`config.mk`:
```
export PLATFORM = sky130hd
export DESIGN_NAME = sbdio_top
export DESIGN_NICKNAME = d
export VERILOG_FILES = /design/src/core/sbdio_pkg.sv /design/src/core/sbdio_port.sv /design/src/core/sbdio_top.sv
export VERILOG_INCLUDE_DIRS = /design/src /design/src/core
export SDC_FILE = /design/constraint.sdc
export NUM_CORES = 1
export LEC_CHECK = 0
export ABC_AREA = 0
export ABC_CLOCK_PERIOD_IN_PS = 8200
export CORE_MARGIN = 4
export CORE_UTILIZATION = 32
export CTS_CLUSTER_SIZE = 14
export DETAILED_ROUTE_END_ITERATION = 8
export DONT_BUFFER_PORTS = 1
export HOLD_SLACK_MARGIN = 0.03
export SYNTH_ARGS = -nofsm -noshare
export SYNTH_HDL_FRONTEND = slang
export SYNTH_SLANG_ARGS = --single-unit
```
`constraint.sdc`:
```
create_clock -name sys_clk -period 8.2 [get_ports sys_clk]
set_input_delay 0.41 -clock sys_clk [delete_from_list [all_inputs] [get_ports sys_clk]]
set_output_delay 0.41 -clock sys_clk [all_outputs]
set_load 0.05 [all_outputs]
```
`src/core/sbdio_consts.svh`:
```
`ifndef SBDIO_CONSTS_SVH
`define SBDIO_CONSTS_SVH

// ****************************************************************
// Register map of the script engine.
// ****************************************************************
`define SBDIO_ADDR_W 8
`define SBDIO_OFF_CMD 8'h00
`define SBDIO_OFF_GO 8'h04
`define SBDIO_OFF_STATUS 8'h08
`define SBDIO_OFF_CLEAR 8'h0C
`define SBDIO_OFF_RDIDX 8'h10
`define SBDIO_OFF_RDDATA 8'h14

// ****************************************************************
// Command word layout: opcode, port, line, value.
// ****************************************************************
`define SBDIO_OP_LSB 0
`define SBDIO_OP_MSB 2
`define SBDIO_PORT_LSB 4
`define SBDIO_PORT_MSB 7
`define SBDIO_LINE_LSB 8
`define SBDIO_LINE_MSB 10
`define SBDIO_VAL_LSB 16
`define SBDIO_VAL_MSB 23

// ****************************************************************
// Status bits and reset values.
// ****************************************************************
`define SBDIO_ST_BUSY 0
`define SBDIO_ST_ERR 1
`define SBDIO_DIR_RST 8'h00
`define SBDIO_OUT_RST 8'h00

`endif

```
`src/core/sbdio_pkg.sv`:
```
// ****************************************************************
// Types shared by the script engine.
// ****************************************************************
package sbdio_pkg;
    // Script opcodes as stored in the command word.
    typedef enum logic [2:0]
    {
        SBDIO_OP_CFG_LINE = 3'h0,
        SBDIO_OP_CFG_PORT = 3'h1,
        SBDIO_OP_RD_LINE = 3'h2,
        SBDIO_OP_RD_PORT = 3'h3,
        SBDIO_OP_WR_LINE = 3'h4,
        SBDIO_OP_WR_PORT = 3'h5
    } sbdio_op_e;

    // Engine states, one-hot.
    typedef enum logic [2:0]
    {
        SBDIO_IDLE = 3'b001,
        SBDIO_FETCH = 3'b010,
        SBDIO_EXEC = 3'b100
    } sbdio_state_e;
endpackage

```
`src/core/sbdio_port.sv`:
```
`include "sbdio_consts.svh"

// ****************************************************************
// One byte-wide port: direction, output latch and input sync.
// ****************************************************************
module sbdio_port
    import sbdio_pkg::*;
(
    input wire logic sys_clk, // System clock.
    input wire logic rst_n, // Asynchronous reset, active low.
    input wire logic sel, // This port is addressed by the command.
    input wire logic cfg_line, // Configure one line.
    input wire logic cfg_port, // Configure all lines.
    input wire logic wr_line, // Write one line.
    input wire logic wr_port, // Write whole port.
    input wire logic [2:0] line, // Line number.
    input wire logic [7:0] value, // Bitmap or write value.
    input wire logic [7:0] pin_i, // Pin levels from outside.
    output logic [7:0] pin_o, // Pin drive values.
    output logic [7:0] pin_oe_n, // Pin drive enables, low drives.
    output logic [7:0] level // Synchronised pin levels.
);
    import sbdio_pkg::*;

    logic [7:0] dir_reg; // One means output.
    logic [7:0] dir_next; // Next direction.
    logic [7:0] out_reg; // Output latch.
    logic [7:0] out_next; // Next output latch.
    logic [7:0] s1_reg; // First synchroniser stage.
    logic [7:0] s2_reg; // Second synchroniser stage.
    logic [7:0] lmask; // One-hot line mask.

    // Direction and output latch updates.
    always_comb
    begin
        lmask = 8'h01 << line;
        dir_next = dir_reg;
        out_next = out_reg;
        if (sel && cfg_line)
        begin
            // Only the addressed bit moves; the other seven keep their state.
            dir_next = (dir_reg & ~lmask) | (value[0] ? lmask : 8'h00);
        end
        else if (sel && cfg_port)
        begin
            dir_next = value;
        end
        else if (sel && wr_line)
        begin
            out_next = (out_reg & ~lmask) | (value[0] ? lmask : 8'h00);
        end
        else if (sel && wr_port)
        begin
            out_next = value;
        end
    end

    // Registers; the latch is kept even for inputs so a later turn drives it.
    always_ff @(posedge sys_clk or negedge rst_n)
    begin
        if (!rst_n)
        begin
            dir_reg <= `SBDIO_DIR_RST;
            out_reg <= `SBDIO_OUT_RST;
            s1_reg <= 8'h00;
            s2_reg <= 8'h00;
            pin_o <= 8'h00;
            pin_oe_n <= 8'hFF;
        end
        else
        begin
            dir_reg <= dir_next;
            out_reg <= out_next;
            s1_reg <= pin_i;
            s2_reg <= s1_reg;
            pin_o <= out_next;
            pin_oe_n <= ~dir_next;
        end
    end

    assign level = s2_reg;
endmodule

```
`src/core/sbdio_top.sv`:
```
// The register addresses and the strobed register port are this design's own decisions.
`include "sbdio_consts.svh"

module sbdio_top
    import sbdio_pkg::*;
#(
    parameter int NPORTS = 1, // Number of byte-wide ports.
    parameter int DEPTH = 16, // Script command slots.
    parameter int RDEPTH = 16 // Read result slots.
)
(
    input wire logic sys_clk, // System clock, 50 MHz.
    input wire logic rst_n, // Asynchronous reset, active low.
    input wire logic [7:0] addr, // Register byte address.
    input wire logic [31:0] wdata, // Write data.
    input wire logic wr_en, // Write strobe.
    input wire logic rd_en, // Read strobe.
    output logic [31:0] rdata, // Read data, one cycle after strobe.
    input wire logic [NPORTS*8-1:0] dio_i, // Pin levels.
    output logic [NPORTS*8-1:0] dio_o, // Pin drive values.
    output logic [NPORTS*8-1:0] dio_oe_n, // Pin enables, low drives.
    output logic busy // Script running.
);
    import sbdio_pkg::*;

    // ****************************************************************
    // Script storage and engine state.
    // ****************************************************************
    localparam int AW = $clog2(DEPTH); // Script address width.
    localparam int RW = $clog2(RDEPTH); // Result address width.

    logic [23:0] script_mem [DEPTH]; // Command words in listed order.
    logic [7:0] res_mem [RDEPTH]; // Read results by index.
    sbdio_state_e st_reg; // Engine state.
    sbdio_state_e st_next; // Next state.
    logic [AW:0] wp_reg; // Commands loaded.
    logic [AW:0] wp_next; // Next load count.
    logic [AW:0] pc_reg; // Index of the command to fetch next.
    logic [AW:0] pc_next; // Next command.
    logic [RW:0] ri_reg; // Next read index.
    logic [RW:0] ri_next; // Next read index value.
    logic [23:0] cmd_reg; // Fetched command.
    logic [23:0] cmd_next; // Next fetched command.
    logic err_reg; // Overflow or bad port seen.
    logic err_next; // Next error flag.
    logic [RW-1:0] sel_reg; // Result index chosen by software.
    logic [RW-1:0] sel_next; // Next chosen index.
    logic [31:0] rdata_next; // Next read data.
    logic res_we; // Store a read result.
    logic [7:0] res_val; // Value to store.
    logic [NPORTS*8-1:0] lvl; // Synchronised pin levels.
    logic [7:0] plvl; // Levels of the addressed port.
    logic [3:0] cport; // Port field of command.
    logic [2:0] cline; // Line field of command.
    logic [2:0] cop; // Opcode field.
    logic exec; // Command applied this cycle.
    logic [7:0] rdval; // Stored result at chosen index.

    assign cop = cmd_reg[`SBDIO_OP_MSB:`SBDIO_OP_LSB];
    assign cport = cmd_reg[`SBDIO_PORT_MSB:`SBDIO_PORT_LSB];
    assign cline = cmd_reg[`SBDIO_LINE_MSB:`SBDIO_LINE_LSB];
    assign exec = (st_reg == SBDIO_EXEC);
    assign rdval = res_mem[sel_reg];

    // ****************************************************************
    // Port instances, each decoding its own number.
    // ****************************************************************
    for (genvar p = 0; p < NPORTS; p++)
    begin : g_port
        sbdio_port u_port (
            .sys_clk(sys_clk),
            .rst_n(rst_n),
            .sel(exec && (cport == 4'(p))),
            .cfg_line(cop == SBDIO_OP_CFG_LINE),
            .cfg_port(cop == SBDIO_OP_CFG_PORT),
            .wr_line(cop == SBDIO_OP_WR_LINE),
            .wr_port(cop == SBDIO_OP_WR_PORT),
            .line(cline),
            .value(cmd_reg[`SBDIO_VAL_MSB:`SBDIO_VAL_LSB]),
            .pin_i(dio_i[p*8 +: 8]),
            .pin_o(dio_o[p*8 +: 8]),
            .pin_oe_n(dio_oe_n[p*8 +: 8]),
            .level(lvl[p*8 +: 8])
        );
    end

    // Level of the addressed port; an unknown port reads as zero.
    always_comb
    begin
        plvl = 8'h00;
        for (int p = 0; p < NPORTS; p++)
        begin
            if (cport == 4'(p))
            begin
                plvl = lvl[p*8 +: 8];
            end
        end
    end

    // ****************************************************************
    // Engine and register bus, next values.
    // ****************************************************************
    always_comb
    begin
        st_next = st_reg;
        wp_next = wp_reg;
        pc_next = pc_reg;
        ri_next = ri_reg;
        cmd_next = cmd_reg;
        err_next = err_reg;
        sel_next = sel_reg;
        res_we = 1'b0;
        res_val = 8'h00;
        case (st_reg)
            SBDIO_IDLE:
            begin
                if (wr_en && addr == `SBDIO_OFF_GO && wp_reg != '0)
                begin
                    pc_next = '0;
                    ri_next = '0;
                    st_next = SBDIO_FETCH;
                end
            end
            SBDIO_FETCH:
            begin
                // One command at a time keeps later commands behind a direction change.
                cmd_next = script_mem[pc_reg[AW-1:0]];
                pc_next = pc_reg + 1'b1;
                st_next = SBDIO_EXEC;
            end
            SBDIO_EXEC:
            begin
                if (cport >= 4'(NPORTS))
                begin
                    err_next = 1'b1;
                end
                if (cop == SBDIO_OP_RD_LINE || cop == SBDIO_OP_RD_PORT)
                begin
                    if (ri_reg < (RW+1)'(RDEPTH))
                    begin
                        res_we = 1'b1;
                    end
                    else
                    begin
                        err_next = 1'b1;
                    end
                    ri_next = ri_reg + 1'b1;
                    res_val = (cop == SBDIO_OP_RD_LINE) ? {7'h00, plvl[cline]} : plvl;
                end
                st_next = (pc_reg == wp_reg) ? SBDIO_IDLE : SBDIO_FETCH;
            end
            default:
            begin
                st_next = SBDIO_IDLE;
            end
        endcase
        if (st_reg == SBDIO_IDLE && wr_en)
        begin
            if (addr == `SBDIO_OFF_CMD)
            begin
                if (wp_reg < (AW+1)'(DEPTH))
                begin
                    wp_next = wp_reg + 1'b1;
                end
                else
                begin
                    err_next = 1'b1;
                end
            end
            else if (addr == `SBDIO_OFF_CLEAR)
            begin
                wp_next = '0;
                err_next = 1'b0;
            end
        end
        if (wr_en && addr == `SBDIO_OFF_RDIDX)
        begin
            sel_next = wdata[RW-1:0];
        end
        rdata_next = 32'h0;
        if (rd_en)
        begin
            if (addr == `SBDIO_OFF_STATUS)
            begin
                rdata_next = {30'h0, err_reg, st_reg != SBDIO_IDLE};
            end
            else if (addr == `SBDIO_OFF_RDIDX)
            begin
                rdata_next = 32'(ri_reg);
            end
            else if (addr == `SBDIO_OFF_RDDATA)
            begin
                rdata_next = {24'h0, rdval};
            end
        end
    end

    // ****************************************************************
    // Registers.
    // ****************************************************************
    always_ff @(posedge sys_clk or negedge rst_n)
    begin
        if (!rst_n)
        begin
            st_reg <= SBDIO_IDLE;
            wp_reg <= '0;
            pc_reg <= '0;
            ri_reg <= '0;
            cmd_reg <= 24'h0;
            err_reg <= 1'b0;
            sel_reg <= '0;
            rdata <= 32'h0;
            busy <= 1'b0;
        end
        else
        begin
            st_reg <= st_next;
            wp_reg <= wp_next;
            pc_reg <= pc_next;
            ri_reg <= ri_next;
            cmd_reg <= cmd_next;
            err_reg <= err_next;
            sel_reg <= sel_next;
            rdata <= rdata_next;
            busy <= (st_next != SBDIO_IDLE);
        end
    end

    // Memories carry no reset; they are written only under control.
    always_ff @(posedge sys_clk)
    begin
        if (st_reg == SBDIO_IDLE && wr_en && addr == `SBDIO_OFF_CMD && wp_reg < (AW+1)'(DEPTH))
        begin
            script_mem[wp_reg[AW-1:0]] <= wdata[23:0];
        end
        if (res_we)
        begin
            res_mem[ri_reg[RW-1:0]] <= res_val;
        end
    end
endmodule

```
### Word-level counts from Yosys, hierarchy flattened

Memories as Yosys holds them, arrays and structs flattened. A register that Yosys moved wholly into a read port is not among the register bits.
Index checks and enable logic that the tools add are counted.

* bits in registers: 96
* memory bits (writable): 512
* input port bits: 52
* word-level logic and storage cells: 115
* memories: 2

* add/sub/neg operators: 3
* magnitude comparators: 4
* eq/ne operators: 19
* shift operators: 1
* multiplexer cells: 40
* bitwise gates (word level): 8
* reduce and logical (&&, ||, !) cells: 25

Memory list
* script_mem: words 16, width 24, rd ports 1, clocked after memory_dff 1, wr ports 1, line sbdio_top.sv:32 `logic [23:0] script_mem [DEPTH];`
* res_mem: words 16, width 8, rd ports 1, clocked after memory_dff 0, wr ports 1, line sbdio_top.sv:33 `logic [7:0] res_mem [RDEPTH];`

Operator list (number)
* 8-bit two-way mux: 13
* 5-bit two-way mux: 5
* 5-bit one-hot mux with 2 select lines: 2
* 8-bit bitwise AND: 2
* 8-bit by 4-bit equality test with 1-bit output (second input constant): 2
* 8-bit by 5-bit equality test with 1-bit output (second input constant): 2
* 1-bit two-way mux: 16
* 8-bit NOT: 2
* 8-bit bitwise OR: 2
* 5-bit by 1-bit adder with 5-bit output (second input constant): 3
* 1-bit logical AND: 11
* 5-bit less-than comparator (second input constant): 2
* 3-bit by 2-bit equality test with 1-bit output (second input constant): 3
* 3-bit equality test (second input constant): 3
* 3-bit one-hot mux with 3 select lines: 1
* 3-bit AND reduction: 3
* 8-bit by 3-bit equality test with 1-bit output (second input constant): 1
* 8-bit logical NOT: 1
* 2-bit nonzero test: 4
* 1-bit by 3-bit left shift with 8-bit output (first input constant): 1
* 3-bit by 1-bit equality test with 1-bit output (second input constant): 2
* 3-bit by 1-bit inequality test with 1-bit output (second input constant): 2
* 5-bit equality test: 1
* 5-bit nonzero test: 1
* other kinds (13): 15

### Longest topological paths before layout

* depth after elaboration: 8
* depth in mapped cells: 7
* mapped depth without buffers: 6

### By module

Synthesis repeated with hierarchy kept, for this count alone.

* cells, all modules: 1104
* area total of the unflattened synthesis: 20186.9 um^2

By module, submodules not included
* sbdio_top: times used 1, cells an instance 974, area an instance 18581.6 um^2
* sbdio_port: times used 1, cells an instance 130, area an instance 1605.3 um^2

### Worst setup path after synthesis

Ideal clock, no wire load.

* path type: input -> register
* start point: input addr[5]
* end point: memory script_mem[1][0] (enable)
* library setup time: 416 ps
* data arrival time: 2562 ps
* required time: 7784 ps
* path slack: 5222 ps
* stages on the path: 4
* buffers on the path: 0
* cell sequence: nor4_1 and4b_1 nand3_1 nor3_1

* cells in the longest elaborated chain, start to end: 5

RTL lines
* start: declaration: line sbdio_top.sv:14 `input wire logic [7:0] addr,`
* 8-bit logical NOT (no line)
* 1-bit logical AND (no line)
* 1-bit logical AND: line sbdio_top.sv:232 `` if (st_reg == SBDIO_IDLE && wr_en && addr == `SBDIO_OFF_CMD && wp_reg < (AW+1)'(DEPTH)) ``
* 1-bit two-way mux: line sbdio_top.sv:232
* 1-bit two-way mux (implied by the code): line sbdio_top.sv:234 `script_mem[wp_reg[AW-1:0]] <= wdata[23:0];`
* end: declaration: line sbdio_top.sv:32

No other way between the ends.

### Final worst setup path

* start point: register st_reg[0]
* end point: memory script_mem[1][18] (enable)

* cells in the longest elaborated chain, start to end: 6

RTL lines
* start: declaration: line sbdio_top.sv:34 `sbdio_state_e st_reg;`
* start signal: assignment: line sbdio_top.sv:217 `st_reg <= st_next;`
* 3-bit by 1-bit equality test with 1-bit output: line sbdio_top.sv:232
* 1-bit logical AND: line sbdio_top.sv:232
* 1-bit logical AND (no line)
* 1-bit logical AND: line sbdio_top.sv:232
* 1-bit two-way mux: line sbdio_top.sv:232
* 1-bit two-way mux (implied by the code): line sbdio_top.sv:234

No other way between the ends.

==> results.json <==
{
  "finalNonFillerCells": 2032,
  "slew_viol_final": 0,
  "hold_class": "in2reg",
  "slowest_delay_ns": 0.88,
  "fp-row-count": 91,
  "dieArea_mm2": 0.0671,
  "cts_tree": "built",
  "synth.area.mux_share_pct": 13.4,
  "dr.first_iter.drc_count": 675,
  "start_kind": "flop",
  "hold_ws_ns": 0.0877,
  "wl_um": 44500,
  "antenna_found_initial": 2,
  "yosysTopAreaCellShare_pct": 61.9,
  "worstRegToRegCells": 5,
  "cts.sinks": 506,
  "cp-end-kind": "flop",
  "path_max_fanout": 10,
  "dominantRegCellSynth": "edfxtp_1",
  "cts_inserted_buffers": 51,
  "post_cts_buffers": 0,
  "synth_seq_cells": 506,
  "pin_count": 101,
  "postRouteAntennaNets": 0,
  "endpoint": "script_mem[1][18]$_DFFE_PP_",
  "grt_pass1_wl_um": 67900,
  "reg2reg_from": "st_reg[0]$_DFF_PN1_",
  "fmax_mhz": 330,
  "critical_path_class": "reg2reg",
  "tns_ns": 0,
  "synth_top_family_by_area": "multiplexers",
  "chipWidth_um": 259,
  "synth_fa_ha_area_share_pct": 0.558,
  "areaGrowthSynthToFinish_pct": 15.0,
  "via_per_inst": 4.97,
  "yosysWarnings": 0,
  "cp.depth": 5,
  "core-area_mm2": 0.0621,
  "p_per_area_mw_per_mm2": 225,
  "start_util_pct": 32.5,
  "synth_compound_area_share_pct": 4.49,
  "largest_register_ffs": 288,
  "clockRootBuffer": "clkbuf_16",
  "rsz0062_at_grt": "false",
  "maxSlewHeadroom_pct": 21.4,
  "cts.path.max_buffers": 3,
  "regToRegEndpoint": "script_mem[1][18]$_DFFE_PP_",
  "hold_violations": 0,
  "synth_area_mm2": 0.0202,
  "worstPathRequired_ns": 8.49,
  "finalCriticalPeriod_ns": 3.03,
  "clock_latency_ns": 0.60,
  "netlist_instances": 1098,
  "cp_top_family": "simple AND/OR/NAND/NOR gates",
  "vias": 10100,
  "clock-skew-final_ns": 0.0542,
  "gp_congestion": 0.792,
  "synth-edff-count": 416,
  "hpwl_um": 26600,
  "synth-seq-area-share_pct": 73.2,
  "antennaDiodeCount": 0,
  "crit_arrival_ns": 3.32,
  "drive_gt1_share_pct": 22.3,
  "yosys.area.top_type": "edfxtp_1",
  "cp_slowest_cell": "nor3_2",
  "grt_max_degree": 91,
  "path_buf_inv": 1,
  "yosysUniqueCellTypes": 66,
  "final_nets": 1213,
  "syn_area_per_cell_um2": 18.4,
  "synthSimpleGateAreaFrac_pct": 5.22,
  "layout_common_cells": "edfxtp_1, mux4_2, dfrtp_1",
  "routedWlPerCell_um": 21.9,
  "status": "complete, no violations",
  "die-height_um": 259,
  "grt.overflow.total": 0,
  "drc": 0,
  "fin_crit_sh_pct": 36.9,
  "cap_violations": 0,
  "first_global_vias": 10600,
  "portBuffers": 0,
  "power_leakage_nw": 7.76,
  "worstMarginPinSlew_ns": 1.18,
  "htreeDepth": 2,
  "n_fill_cell": 5689,
  "path_clk_slew_ns": 0.06,
  "setup_viol": 0,
  "firstDrtPassIters": 5,
  "path_cells": "and4bb_2, and4b_1, nand3_1, nor3_2, buf_4",
  "ys_async_sr_fraction_pct": 17.8,
  "synth_xor_area_share_pct": 0.434,
  "place_inst": 1905,
  "synthTopCellsByArea": "edfxtp_1, mux4_2, dfrtp_1, mux2_2, dfstp_2",
  "r2r_slack_ns": 5.17,
  "startpoint": "st_reg[0]$_DFF_PN1_",
  "grtUsageTotal_pct": 13.3,
  "vdd_ir_drop_max_uv": 189,
  "mostFrequentLayoutCell": "edfxtp_1"
}
-- how the worst min path moves through the flow --
| stage | from | slack [ns] | to | cells past startpoint |
|---|---|---|---|---|
| global placement | rst_n | 0.12 | rdata[2]$_DFF_PN0_ | 0 |
| detailed placement | rst_n | 0.12 | rdata[2]$_DFF_PN0_ | 0 |
| CTS | addr[2] | 0.04 | wp_reg[1]$_DFFE_PN0P_ | 3 |
| global route | addr[2] | 0.11 | wp_reg[1]$_DFFE_PN0P_ | 3 |
| finish | addr[2] | 0.09 | wp_reg[1]$_DFFE_PN0P_ | 3 |
| floorplan | rst_n | 0.11 | asynchronous set/reset pin | 0 |
-- metrics by stage --
| stage | cell area, um^2 | setup WS (ns) | util, % | total power [mW] |
|---|---|---|---|---|
| 2_1_floorplan | 20300 | 5.22 | - | 2.89 |
| 3_3_place_gp | 21200 | 4.75 | 34.1 | 2.90 |
| 3_5_place_dp | 21200 | 4.72 | 34.1 | 2.90 |
| 4_1_cts | 23200 | 5.08 | 37.4 | 5.29 |
| 5_1_grt | 23200 | 4.93 | 37.4 | 5.42 |
| 6_report | 23200 | 5.17 | 37.4 | 5.23 |
-- worst min-delay path, cell delays in order --
cell	delay, ns
nor3_1	0.07
nand3_1	0.10
mux2i_1	0.06
-- where the power goes --
group	leakage (nW)	internal, mW	total, mW	switching, mW
logic	1.82	0.0268	0.0982	0.0714
registers	5.11	2.78	2.79	0.00764
clock network	0.829	1.38	2.35	0.962
total	7.76	4.19	5.23	1.04
-- synth_stat cells, drive strengths merged, types with 4 or more instances --
cell	instances
edfxtp	416
mux4	102
dfrtp	81
buf	50
nor2	39
nor3	31
clkbuf	30
nand2	29
inv	28
mux2	27
o21ai	27
o22ai	23
a21oi	22
a221o	17
nand3	16
a211oi	15
nor2b	13
mux2i	11
and2	9
dfstp	9
ha	9
nor4	9
a211o	7
nand2b	7
nor3b	6
xnor2	6
a22oi	5
nand4	4
xor2	4
-- area by class of cell --
type | count | area, um^2 | share of cell area [%]
repair buffers | 58 | 531 | 2.29
clock inverters | 23 | 269 | 1.16
well taps | 837 | 1050 | 4.52
multi-input cells | 504 | 5020 | 21.7
inverters | 31 | 116 | 0.502
clock buffers | 73 | 1440 | 6.21
flip-flops and latches | 506 | 14800 | 63.7
-- cell families after synthesis --
kind of cell | after synthesis
AO/OA/AOI/OAI | 132
XOR/XNOR | 10
adder cells (fa/ha/maj) | 9
buffers and inverters | 111
flip-flops | 506
multiplexers | 140
other | 1
AND/OR/NAND/NOR | 189
-- layer usage --
layer | vias up | part of all wire [%] | global-route usage, %
li1 | 4482 | - | -
met1 | 5283 | 43 | 17.5
met2 | 259 | 50 | 22.5
met3 | 80 | 5.2 | 2.68
met4 | 4 | 2.4 | 3.91
met5 | - | 0.047 | 0
-- repair_timing --
item,CTS,global route
resized for setup,0,0
endpoints found under the hold margin,394,0
hold buffers,31,0
(Power assumes the default switching activity.)
